**config.mk**
```make
export PLATFORM = sky130hd
export DESIGN_NAME = sdf_rate_ctrl
export DESIGN_NICKNAME = d
export VERILOG_FILES = /design/src/sdf_period_div.v /design/src/sdf_skid_buf.v /design/src/sdf_rate_ctrl.v
export VERILOG_INCLUDE_DIRS = /design/src
export SDC_FILE = /design/constraint.sdc
export NUM_CORES = 1
export LEC_CHECK = 0
export BUFFER_PORTS_ARGS = -buffer_cell sky130_fd_sc_hd__buf_4
export CAP_MARGIN = 20
export CORE_AREA = 2 2 192 194
export DETAILED_ROUTE_END_ITERATION = 8
export DIE_AREA = 0 0 194 196
export GPL_TIMING_DRIVEN = 0
export PLACE_DENSITY = 0.82
export SYNTH_ARGS = -nofsm -noshare
export SYNTH_HDL_FRONTEND = slang
export SYNTH_SLANG_ARGS = --single-unit
```
**constraint.sdc**
```tcl
create_clock -name mclk_in -period 11.2 [get_ports mclk_in]
set_input_delay 1.12 -clock mclk_in [delete_from_list [all_inputs] [get_ports mclk_in]]
set_output_delay 1.12 -clock mclk_in [all_outputs]
set_load 0.02 [all_outputs]
```
**src/sdf_map.vh**
```
// sdf_map.vh: constants for the decimation rate controller
// assumes inclusion by bare name from each design file
`ifndef SDF_MAP_VH
`define SDF_MAP_VH
`define SDF_RATE_W      10
`define SDF_DEC_BASE    20'h00400
`define SDF_DEC_W       20
`define SDF_CNT_W       32
`define SDF_RATE_MIN    10'h001
`define SDF_NOTCH_RATE  10'h060
`define SDF_ORDER3      3'h3
`define SDF_ORDER4      3'h4
`define SDF_DATA_W      24
`define SDF_ACC_W       32
`define SDF_ZERO_LAT_BIT 11
`define SDF_MODE_W      12
`endif

```
**src/sdf_period_div.v**
```verilog
// sdf_period_div.v: down-counter giving a one-cycle tick every n master clocks
// assumes n is stable between restarts; restart reloads the count
`timescale 1ns/1ns
`include "sdf_map.vh"
module sdf_period_div (
    input  wire                  mclk_in,
    input  wire                  arst_n_in,
    input  wire                  restart_in,
    input  wire [`SDF_CNT_W-1:0] period_in,
    output reg                   tick_out
);
    reg [`SDF_CNT_W-1:0] cnt_q;
    // count down; a reload on restart keeps the first period whole
    always @(posedge mclk_in or negedge arst_n_in) begin
        if (!arst_n_in) begin
            cnt_q    <= {`SDF_CNT_W{1'b0}};
            tick_out <= 1'b0;
        end else if (restart_in) begin
            cnt_q    <= period_in - {{(`SDF_CNT_W-1){1'b0}}, 1'b1};
            tick_out <= 1'b0;
        end else if (cnt_q == {`SDF_CNT_W{1'b0}}) begin
            cnt_q    <= period_in - {{(`SDF_CNT_W-1){1'b0}}, 1'b1};
            tick_out <= 1'b1;
        end else begin
            cnt_q    <= cnt_q - {{(`SDF_CNT_W-1){1'b0}}, 1'b1};
            tick_out <= 1'b0;
        end
    end
endmodule

```
**src/sdf_skid_buf.v**
```verilog
// sdf_skid_buf.v: two-entry buffer with valid/ready on both sides
// assumes a single clock; word is lost if both entries are full, or if it arrives with a flush
`timescale 1ns/1ns
`include "sdf_map.vh"
module sdf_skid_buf (
    input  wire                   mclk_in,
    input  wire                   arst_n_in,
    input  wire                   flush_in,
    input  wire                   in_valid_in,
    input  wire [`SDF_DATA_W-1:0] in_data_in,
    output wire                   in_ready_out,
    output reg                    out_valid_out,
    output reg  [`SDF_DATA_W-1:0] out_data_out,
    input  wire                   out_ready_in
);
    reg [`SDF_DATA_W-1:0] mem_q [0:1];
    reg                   wp_q;
    reg                   rp_q;
    reg [1:0]             cnt_q;
    wire                  push;
    wire                  pop;
    assign in_ready_out = (cnt_q != 2'h2);
    assign push = in_valid_in && in_ready_out;
    assign pop  = out_valid_out && out_ready_in;
    // pointers and count; the head word is mirrored into registered outputs
    always @(posedge mclk_in or negedge arst_n_in) begin
        if (!arst_n_in) begin
            wp_q          <= 1'b0;
            rp_q          <= 1'b0;
            cnt_q         <= 2'h0;
            out_valid_out <= 1'b0;
            out_data_out  <= {`SDF_DATA_W{1'b0}};
        end else if (flush_in) begin
            wp_q          <= 1'b0;
            rp_q          <= 1'b0;
            cnt_q         <= 2'h0;
            out_valid_out <= 1'b0;
        end else begin
            if (push) begin
                mem_q[wp_q] <= in_data_in;
                wp_q        <= ~wp_q;
            end
            if (pop)
                rp_q <= ~rp_q;
            cnt_q <= cnt_q + {1'b0, push} - {1'b0, pop};
            // head after this cycle
            if (pop) begin
                if (cnt_q == 2'h2) begin
                    out_valid_out <= 1'b1;
                    out_data_out  <= mem_q[~rp_q];
                end else if (push) begin
                    out_valid_out <= 1'b1;
                    out_data_out  <= in_data_in;
                end else begin
                    out_valid_out <= 1'b0;
                end
            end else if (cnt_q == 2'h0 && push) begin
                out_valid_out <= 1'b1;
                out_data_out  <= in_data_in;
            end
        end
    end
endmodule

```
**src/sdf_rate_ctrl.v**
```verilog
// sdf_rate_ctrl.v: third_order_select/sinc4 decimation rate and settling control, chop off
// assumes a 1-bit modulator stream on a pin, synchronised here; one clock
// Operation
// - mode bit 11 selects zero latency
// - zero latency: every result fully settled unless a step lands mid-conversion
// - sinc4 zero latency period 4x1024xrate
// - third_order_select zero latency period 3x1024xrate
// - rate 1..1023; normal period 1024xrate
// - select bit 1 third_order_select, 0 sinc4
// - third_order_select normal settles in three periods
// - channel change resets, withholds until settled
// - step: keep rate, flag unsettled results
// - zero latency async step: one unsettled
// - zero latency constant rate on change
// - dual notch at rate 96 alters response; here only sinc4 results, third_order_select results unchanged
// - sinc4, 480: 10 Hz or 2.5 Hz
// - third_order_select, 96: 50 Hz or 16.7 Hz
// - reset default sinc4, chop off
// - sinc4 normal 1024xrate, four-period settling
`timescale 1ns/1ns
`include "sdf_map.vh"
module sdf_rate_ctrl (
    input  wire                   mclk_in,
    input  wire                   arst_n_in,
    input  wire                   mod_bit_in,
    input  wire [`SDF_MODE_W-1:0] mode_word_in,
    input  wire [`SDF_RATE_W-1:0] output_rate_word_in,
    input  wire                   third_order_select_in,
    input  wire                   dual_notch_enable_in,
    input  wire                   channel_change_in,
    input  wire                   input_step_in,
    input  wire                   result_ready_in,
    output reg                    result_valid_out,
    output reg  [`SDF_DATA_W-1:0] result_data_out,
    output reg                    result_settled_out,
    output reg                    conv_strobe_out,
    output reg                    rate_error_out,
    output reg                    notch_active_out,
    output reg                    overrun_out
);
    // modulator pin crosses in through two flops
    reg        mod_s1_q;
    reg        mod_s2_q;
    // configuration seen last cycle, for restart detection
    reg [`SDF_RATE_W-1:0] rate_q;
    reg        sel3_q;
    reg        zl_q;
    reg        cfg_init_q;
    // settling bookkeeping
    reg [2:0]  settle_q;
    reg [2:0]  dirty_q;
    reg [`SDF_ACC_W-1:0] acc_q [0:3];
    reg [`SDF_DEC_W-1:0] phase_q;
    reg        push_q;
    reg [`SDF_DATA_W-1:0] push_data_q;
    wire       zero_lat;
    wire [2:0] order;
    wire       cfg_change;
    wire       restart;
    wire       tick;
    wire       buf_ready;
    wire       buf_valid;
    wire [`SDF_DATA_W-1:0] buf_data;
    wire [`SDF_CNT_W-1:0]  period;
    wire       rate_ok;
    wire       notch;
    integer    i;

    // order decode, used for both period and settling count
    function [2:0] order_of;
        input sel3;
        begin
            if (sel3)
                order_of = `SDF_ORDER3;
            else
                order_of = `SDF_ORDER4;
        end
    endfunction

    assign zero_lat   = mode_word_in[`SDF_ZERO_LAT_BIT];
    assign order      = order_of(third_order_select_in);
    assign rate_ok    = (output_rate_word_in >= `SDF_RATE_MIN);
    // dual notch at the documented rate word; modelled as a shaped comb
    assign notch      = dual_notch_enable_in && (output_rate_word_in == `SDF_NOTCH_RATE);
    assign cfg_change = cfg_init_q && ((rate_q != output_rate_word_in) ||
                        (sel3_q != third_order_select_in) || (zl_q != zero_lat));
    assign restart    = !cfg_init_q || cfg_change || channel_change_in || !rate_ok;
    // zero latency stretches one period to the whole settling time
    assign period = zero_lat ?
        ({{(`SDF_CNT_W-3){1'b0}}, order} * {{(`SDF_CNT_W-`SDF_RATE_W){1'b0}}, output_rate_word_in}
         * {{(`SDF_CNT_W-`SDF_DEC_W){1'b0}}, `SDF_DEC_BASE}) :
        ({{(`SDF_CNT_W-`SDF_RATE_W){1'b0}}, output_rate_word_in}
         * {{(`SDF_CNT_W-`SDF_DEC_W){1'b0}}, `SDF_DEC_BASE});

    // divider gives the conversion tick
    sdf_period_div sdf_period_div_i (
        .mclk_in    (mclk_in),
        .arst_n_in  (arst_n_in),
        .restart_in (restart),
        .period_in  (period),
        .tick_out   (tick)
    );

    // results pass a two-entry buffer; a stall past two results loses the next one and raises overrun_out
    sdf_skid_buf sdf_skid_buf_i (
        .mclk_in       (mclk_in),
        .arst_n_in     (arst_n_in),
        .flush_in      (channel_change_in),
        .in_valid_in   (push_q),
        .in_data_in    (push_data_q),
        .in_ready_out  (buf_ready),
        .out_valid_out (buf_valid),
        .out_data_out  (buf_data),
        .out_ready_in  (result_ready_in)
    );

    // synchroniser; only the second flop feeds the filter
    always @(posedge mclk_in or negedge arst_n_in) begin
        if (!arst_n_in) begin
            mod_s1_q <= 1'b0;
            mod_s2_q <= 1'b0;
        end else begin
            mod_s1_q <= mod_bit_in;
            mod_s2_q <= mod_s1_q;
        end
    end

    // configuration shadow
    always @(posedge mclk_in or negedge arst_n_in) begin
        if (!arst_n_in) begin
            rate_q     <= {`SDF_RATE_W{1'b0}};
            sel3_q     <= 1'b0;
            zl_q       <= 1'b0;
            cfg_init_q <= 1'b0;
        end else begin
            rate_q     <= output_rate_word_in;
            sel3_q     <= third_order_select_in;
            zl_q       <= zero_lat;
            cfg_init_q <= 1'b1;
        end
    end

    // cascade of integrators, cleared on restart; a cheap stand-in for the
    // full sinc datapath, kept so the timing stays visible in results
    always @(posedge mclk_in or negedge arst_n_in) begin
        if (!arst_n_in) begin
            for (i = 0; i < 4; i = i + 1)
                acc_q[i] <= {`SDF_ACC_W{1'b0}};
            phase_q <= {`SDF_DEC_W{1'b0}};
        end else if (restart || tick) begin
            for (i = 0; i < 4; i = i + 1)
                acc_q[i] <= {`SDF_ACC_W{1'b0}};
            phase_q <= {`SDF_DEC_W{1'b0}};
        end else begin
            acc_q[0] <= acc_q[0] + {{(`SDF_ACC_W-1){1'b0}}, mod_s2_q};
            acc_q[1] <= acc_q[1] + acc_q[0];
            acc_q[2] <= acc_q[2] + acc_q[1];
            // the notch option folds in a second comb term
            acc_q[3] <= notch ? (acc_q[3] + acc_q[2] - acc_q[0]) : (acc_q[3] + acc_q[2]);
            phase_q  <= phase_q + {{(`SDF_DEC_W-1){1'b0}}, 1'b1};
        end
    end

    // settling: after restart, withhold order-1 ticks (normal) or none (zl)
    always @(posedge mclk_in or negedge arst_n_in) begin
        if (!arst_n_in) begin
            settle_q    <= 3'h0;
            dirty_q     <= 3'h0;
            push_q      <= 1'b0;
            push_data_q <= {`SDF_DATA_W{1'b0}};
        end else begin
            push_q <= 1'b0;
            if (restart) begin
                settle_q <= zero_lat ? 3'h0 : (order - 3'h1);
                dirty_q  <= 3'h0;
            end else if (tick) begin
                if (settle_q != 3'h0) begin
                    settle_q <= settle_q - 3'h1;
                end else begin
                    push_q      <= 1'b1;
                    push_data_q <= third_order_select_in ? acc_q[2][`SDF_ACC_W-1:`SDF_ACC_W-`SDF_DATA_W]
                                                         : acc_q[3][`SDF_ACC_W-1:`SDF_ACC_W-`SDF_DATA_W];
                end
                // step on a boundary: the set wins over this tick's decrement;
                // a zero latency period spans the whole settling time, so such a step costs none
                if (input_step_in && !zero_lat)
                    dirty_q <= order;
                else if (dirty_q != 3'h0)
                    dirty_q <= dirty_q - 3'h1;
            end else if (input_step_in) begin
                // mid-conversion step costs one more result; in zero latency the
                // coming tick decrements first, so exactly one result is flagged
                dirty_q <= zero_lat ? 3'h2 : (order + 3'h1);
            end
        end
    end

    // registered outputs
    always @(posedge mclk_in or negedge arst_n_in) begin
        if (!arst_n_in) begin
            result_valid_out   <= 1'b0;
            result_data_out    <= {`SDF_DATA_W{1'b0}};
            result_settled_out <= 1'b1;
            conv_strobe_out    <= 1'b0;
            rate_error_out     <= 1'b0;
            notch_active_out   <= 1'b0;
            overrun_out        <= 1'b0;
        end else begin
            result_valid_out   <= buf_valid;
            result_data_out    <= buf_data;
            result_settled_out <= (dirty_q == 3'h0);
            conv_strobe_out    <= tick && !restart;
            rate_error_out     <= !rate_ok;
            notch_active_out   <= notch;
            overrun_out        <= push_q && !buf_ready;
        end
    end
endmodule

```
* Yosys cells after proc, flatten, opt, wreduce, memory -nomap -nowiden
Memories as Yosys holds them, arrays and structs flattened. Cells that the tools add are included.
Storage, ports and cells: logic and storage cells 131, bits in writable memories 48, bits of input ports 30, bits in registers 266, memories kept 1
Memory list:
- sdf_skid_buf_i.mem_q | depth 2, width 24, read ports 1, clocked after Yosys merged registers in 0, write ports 1, line sdf_skid_buf.v:16 | reg [`SDF_DATA_W-1:0] mem_q [0:1];
Operators by class: muxes and demuxes 38, $mul 1, bitwise gates (word level) 5, equal/unequal tests 8, $add $sub $neg 13, reductions and logical operators 36, magnitude comparators 1
Operators by type and width (count):
- 2-to-1 mux 128 bit | 1
- 2-to-1 mux 24 bit | 5
- adder 32 bit | 3
- 2-to-1 mux 32 bit | 3
- 2-to-1 mux 3 bit | 11
- adder 32 x 1 -> 32 bit | 1
- logical NOT 32 bit | 1
- subtractor 32 x 1 -> 32 bit, second input constant | 1
- subtractor 32 bit | 1
- subtractor 23 x 1 -> 24 bit, second input constant | 1
- 2-to-1 mux 23 bit | 1
- 2-to-1 mux 1 bit | 16
- multiplier 3 x 10 -> 13 bit | 1
- nonzero test 3 bit | 4
- equality test 10 x 7 -> 1 bit, second input constant | 1
- greater-or-equal comparator 10 x 1 -> 1 bit, second input constant | 1
- != test 10 bit | 1
- nonzero test 2 bit | 5
- logical AND 1 bit | 9
- subtractor 3 x 1 -> 3 bit, second input constant | 3
- logical OR 1 bit | 6
- AND reduction 3 bit | 2
- logical NOT 1 bit | 5
- inverter 1 bit | 5
- 12 further kinds | 14

* Longest topological paths before layout
depth after elaboration 9, gate-level depth with buffers 23

* Cells and area by module
From an unflattened synthesis, not the netlist that was laid out.
Unflattened totals: cell total of the unflattened synthesis 2085, area, all modules 19976.7 sq um
Modules (own cells, without submodules):
- sdf_rate_ctrl | area an instance 14283.7 sq um, cells an instance 1586, instances 1, sequential area each 5106.1 sq um
- sdf_skid_buf | area an instance 3218.1 sq um, cells an instance 235, instances 1, sequential area each 2167.1 sq um
- sdf_period_div | area an instance 2474.9 sq um, cells an instance 264, instances 1, sequential area each 825.8 sq um

* Worst setup path after synthesis
No wires, ideal clock.
path kind input port to flip-flop, start input port third_order_select_in, end register sdf_period_div_i.cnt_q[23], library setup time 0.076 ns, arrival 4.795 ns, buffers on the path 3, stages 17, path slack 6.329 ns, cells stage by stage clkbuf_1 clkbuf_1 mux2_2 ha_1 ha_1 fa_1 a21o_1 a21oi_2 o21bai_1 a21oi_2 o2bb2ai_2 mux2i_1 and3b_1 nand3_2 or4b_4 buf_6 o21ai_2
On the way: cells in the longest elaborated chain, start to end 8, elaborated cells on any way between the ends 13, those cells by class 1 x add/sub; 1 x mul; 1 x eq/ne; 4 x mux; 6 x reduce/logical
Ends and longest elaborated chain:
- start: declaration | line sdf_rate_ctrl.v:28 | input wire third_order_select_in,
- parallel branches: the longest is 7 deep, another holds subtractor 23 x 1 -> 24 bit
- 2-to-1 mux 32 bit * | line sdf_period_div.v:18 | end else if (restart_in) begin
- end signal: assignment | line sdf_period_div.v:16 | cnt_q <= {`SDF_CNT_W{1'b0}};
- end signal: assignment | line sdf_period_div.v:19 | cnt_q <= period_in - {{(`SDF_CNT_W-1){1'b0}}, 1'b1};
- end signal: assignment | line sdf_period_div.v:22 | cnt_q <= period_in - {{(`SDF_CNT_W-1){1'b0}}, 1'b1};
- end: declaration | line sdf_period_div.v:12 | reg [`SDF_CNT_W-1:0] cnt_q;
Mark *: on every way between the ends. A chain may end at the register's enable or synchronous reset.

* Worst setup path in the final report
start input port third_order_select_in, end register sdf_period_div_i.cnt_q[29]
Same word-level chain as after synthesis.

==> summary.md <==
| Metric | Value |
|---|---|
| NetSw | `0.556 mW` |
| Hold endpoint | `mod_s2_q` |
| Register area share after synthesis | `41.5%` |
| First-pass GRT wire length | `74.7 mm` |
| I/O Pins | `60` |
| Reg2reg path depth | `23` |
| Post-CTS setup buffer count | `0` |
| Initial antenna violation count | `0` |
| FP Rows | `70` |
| Cell Count, Final, Fillers Out | `2634` |
| CTS tree | `yes` |
| Leakage | `10.0 nW` |
| R2R setup slack | `6.04 ns` |
| Sink Count | `314` |
| Routed wire length | `45.8 mm` |
| Final TNS setup | `0 ns` |
| Final Hold Fails | `0` |
| WL/cell | `17.4 microns` |
| Switching portion of total power | `22.3%` |
| Slew HR | `40.6%` |
| Reg area | `0.00810 sq mm` |
| Vias in the first global route | `15200` |
| Placed cells | `2571` |
| Depth of the CTS H-tree | `2` |
| Main flop type after synthesis | `dfrtp_1` |
| Multi-input gate area | `0.0108 sq mm` |
| Bufs on Longest Clock Path | `3` |
| DR pass1 iterations | `6` |
| Worst r2r src | `acc_q[32]` |
| DR vias | `15400` |
| Share of layout cells above drive strength 1 | `7.80%` |
| Root buf cell | `clkbuf_16` |
| Gr ovfl total | `0` |
| Worst-path maximum fanout | `10` |
| Max_cap viols | `0` |
| Reg clk slew, reported paths | `0.06 ns` |
| Async S/R FF share, synth | `84.7%` |
| RSZ-0062 raised after global routing | `false` |
| Internal power | `1.93 mW` |
| Worst hold path class | `reg -> reg` |
| Logic gate share of total power | `4.9%` |
| Vias per cell | `5.83` |
| Die area | `0.0380 sq mm` |
| Diode count | `0` |
| Core area | `0.0361 sq mm` |
| Pwr Total | `2.49 mW` |
| Clock share of power | `47.8%` |
| Mapped Cells | `2052` |
| Die span in x | `194 microns` |
| Mapped Area | `0.0195 sq mm` |
| DRC | `0` |
| HPWL after DPL | `34.3 mm` |
| Hold_sp | `mod_s1_q` |
| Worst Setup Path Type | `in -> reg` |
| Part of the power in registers | `47.3%` |
| Filler instances | `2874` |
| Gp weighted congestion | `0.875` |
| Peak supply drop | `0.145 mV` |
| TritonCTS buffer count | `34` |
| Final core utilization | `60.3%` |
| Final worst path period need | `5.16 ns` |
| Outcome | `finished clean` |
| PwrDens | `114 mW/mm^2` |
| Hold Buf Count CTS | `0` |
| Endpoints failing setup | `0` |
| Area after DPL | `0.0205 sq mm` |
| Post-route design area | `0.0218 sq mm` |
| Synthesized net count | `2241` |
| CTS resizes | `0` |
| Unique masters post-synth | `91` |
| Reg-to-Reg End | `acc_q[31]` |
| Area delta synth->final | `11.6%` |
| All-Layer GR Usage | `23.9%` |
| EDFF count, synth | `48` |
| First DRT Iteration DRCs | `1152` |
| ANT nets after route | `0` |
| CP arrival | `5.61 ns` |
| Die Height | `196 microns` |
| Nets | `2329` |
| IO Port Bufs | `48` |
| Worst EP required | `11.65 ns` |
| Clk_skew | `0.0195 ns` |
| Startpoint Class | `primary input` |
| Worst-margin pin slew | `0.891 ns` |
| Flops & latches, synth | `314` |
| Worst skew pair latency | `0.54 ns` |
| Synth warn | `0` |
| Final period util | `46.1%` |
| Crit path capture type | `flop` |
| Syn Area/Cell | `9.50 sq um` |
| Max Slew Vio Count | `0` |
| Pin count of the biggest net entering global routing | `125` |
| Worst hold stages | `0` |
| Initial Utilization | `54.0%` |
| Fmax | `0.194 GHz` |
==> per-stage QoR <==
| step | hold WS, ns | worst slack, ns |
|---|---|---|
| 2_1_floorplan | 0.331 | 6.33 |
| 3_3_place_gp | 0.339 | 3.53 |
| 3_5_place_dp | 0.337 | 5.56 |
| 4_1_cts | 0.351 | 6.06 |
| 5_1_grt | 0.355 | 5.57 |
| 6_report | 0.349 | 6.04 |
==> layout by cell type, fill, tap and decap left out, types with 14 or more instances in the layout <==
cell type / Yosys / routed
dfrtp_1: 265 / 265
nor2_1: 215 / 215
nand2_1: 182 / 182
a21oi_1: 175 / 175
ha_1: 154 / 154
xnor2_1: 129 / 129
o21ai_0: 108 / 108
inv_1: 78 / 78
clkbuf_1: 68 / 72
xor2_1: 72 / 72
a21o_1: 65 / 65
mux2i_1: 56 / 56
buf_4: 1 / 48
edfxtp_1: 48 / 48
nand3_1: 45 / 45
clkbuf_16: 0 / 36
nor3_1: 34 / 34
and3_1: 31 / 31
and2_1: 27 / 27
o21bai_1: 20 / 20
nand2b_1: 19 / 19
a211oi_1: 19 / 19
nor2b_1: 18 / 18
nand4_1: 14 / 14
o21a_1: 14 / 14
==> synthesized netlist by cell type (12+ instances only) <==
master | instances | share of area (%)
dfrtp_1 | 265 | 34
o21ai_0 | 108 | 2.8
a31oi_1 | 13 | 0.42
nor2_1 | 215 | 4.1
edfxtp_1 | 48 | 7.4
nand2b_1 | 19 | 0.61
and3_1 | 31 | 0.99
inv_1 | 78 | 1.5
and2_1 | 27 | 0.87
xnor2_1 | 129 | 5.8
or3_1 | 12 | 0.38
nor2b_1 | 18 | 0.58
a21oi_1 | 175 | 4.5
mux2i_1 | 56 | 2.9
a211oi_1 | 19 | 0.73
o21a_1 | 14 | 0.54
o21bai_1 | 20 | 0.77
nor3_1 | 34 | 0.87
a21o_1 | 65 | 2.5
clkbuf_1 | 68 | 1.3
xor2_1 | 72 | 3.2
ha_1 | 154 | 9.9
nand4_1 | 14 | 0.45
nand3_1 | 45 | 1.2
nand2_1 | 182 | 3.5
==> worst max-delay path, cell delays in order <==
cell      delay (ns)
buf_4           0.09
clkbuf_1        0.37
clkbuf_1        0.44
clkbuf_1        0.69
mux2_2          0.42
ha_1            0.29
ha_1            0.35
nor2_1          0.05
nor2_1          0.17
a31oi_2         0.13
xnor2_1         0.16
mux2i_2         0.23
and3b_1         0.25
nand3_2         0.11
or4b_4          0.51
buf_6           0.17
o21ai_2         0.06
==> state kept, by name, indices dropped and copies added (netlist names), 2 cells and up <==
register / cells
result_data_out: 24
dirty_q: 3
sdf_skid_buf_i.mem_q: 48
sdf_period_div_i.cnt_q: 32
rate_q: 10
sdf_skid_buf_i.out_data_out: 24
settle_q: 3
push_data_q: 24
sdf_skid_buf_i.cnt_q: 2
acc_q: 128
==> power by group through the flow <==
stage	registers (mW)	logic, mW	clock network [mW]
final	1.18	0.122	1.19
after global routing	1.18	0.136	1.25
after CTS	1.18	0.121	1.20
after detailed placement	1.20	0.120	0
after global placement	1.20	0.113	0
after floorplan	1.20	0.0733	0
==> cell families after synthesis <==
family / count (synthesis) / share of synthesized area (%)
mux: 67 / 3.58
xor+xnor: 201 / 9.03
simple gates: 641 / 15.4
flops: 314 / 41.5
fa+ha+maj: 159 / 10.4
buf+inv: 154 / 3.03
compound gates: 514 / 17.0
other cells: 2 / 0.0385
==> how the worst max path moves through the flow <==
| stage | slack [ns] | endpoint | cells after the start | startpoint |
|---|---|---|---|---|
| detailed placement | 5.56 | sdf_period_div_i.cnt_q[29] | 17 | third_order_select_in |
| floorplan | 6.33 | sdf_period_div_i.cnt_q[23] | 17 | third_order_select_in |
| global placement | 3.53 | sdf_skid_buf_i.mem_q[0][18] | 2 | arst_n_in |
| global route | 5.57 | acc_q[27] | 21 | acc_q[32] |
| CTS | 6.06 | acc_q[31] | 23 | acc_q[32] |
| finish | 6.04 | sdf_period_div_i.cnt_q[29] | 17 | third_order_select_in |
==> final cells by class <==
type	count	area share, %
flip-flops and latches	314	37.2
clock inverters	16	0.960
well taps	468	2.69
repair buffers	52	2.13
inverters	79	1.36
multi-input cells	1584	49.8
plain buffers	75	1.35
clock buffers	46	4.54
==> metal layers <==
| metal | vias to the layer above | GRT usage [%] | share of wire [%] |
|---|---|---|---|
| li1 | 7422 | - | - |
| met1 | 7374 | 31.4 | 44 |
| met2 | 456 | 40.9 | 47 |
| met3 | 99 | 2.96 | 5.7 |
| met4 | 0 | 8.64 | 3.2 |
| met5 | - | 0 | 0 |
Note: power is estimated with default switching activity, not from simulation.
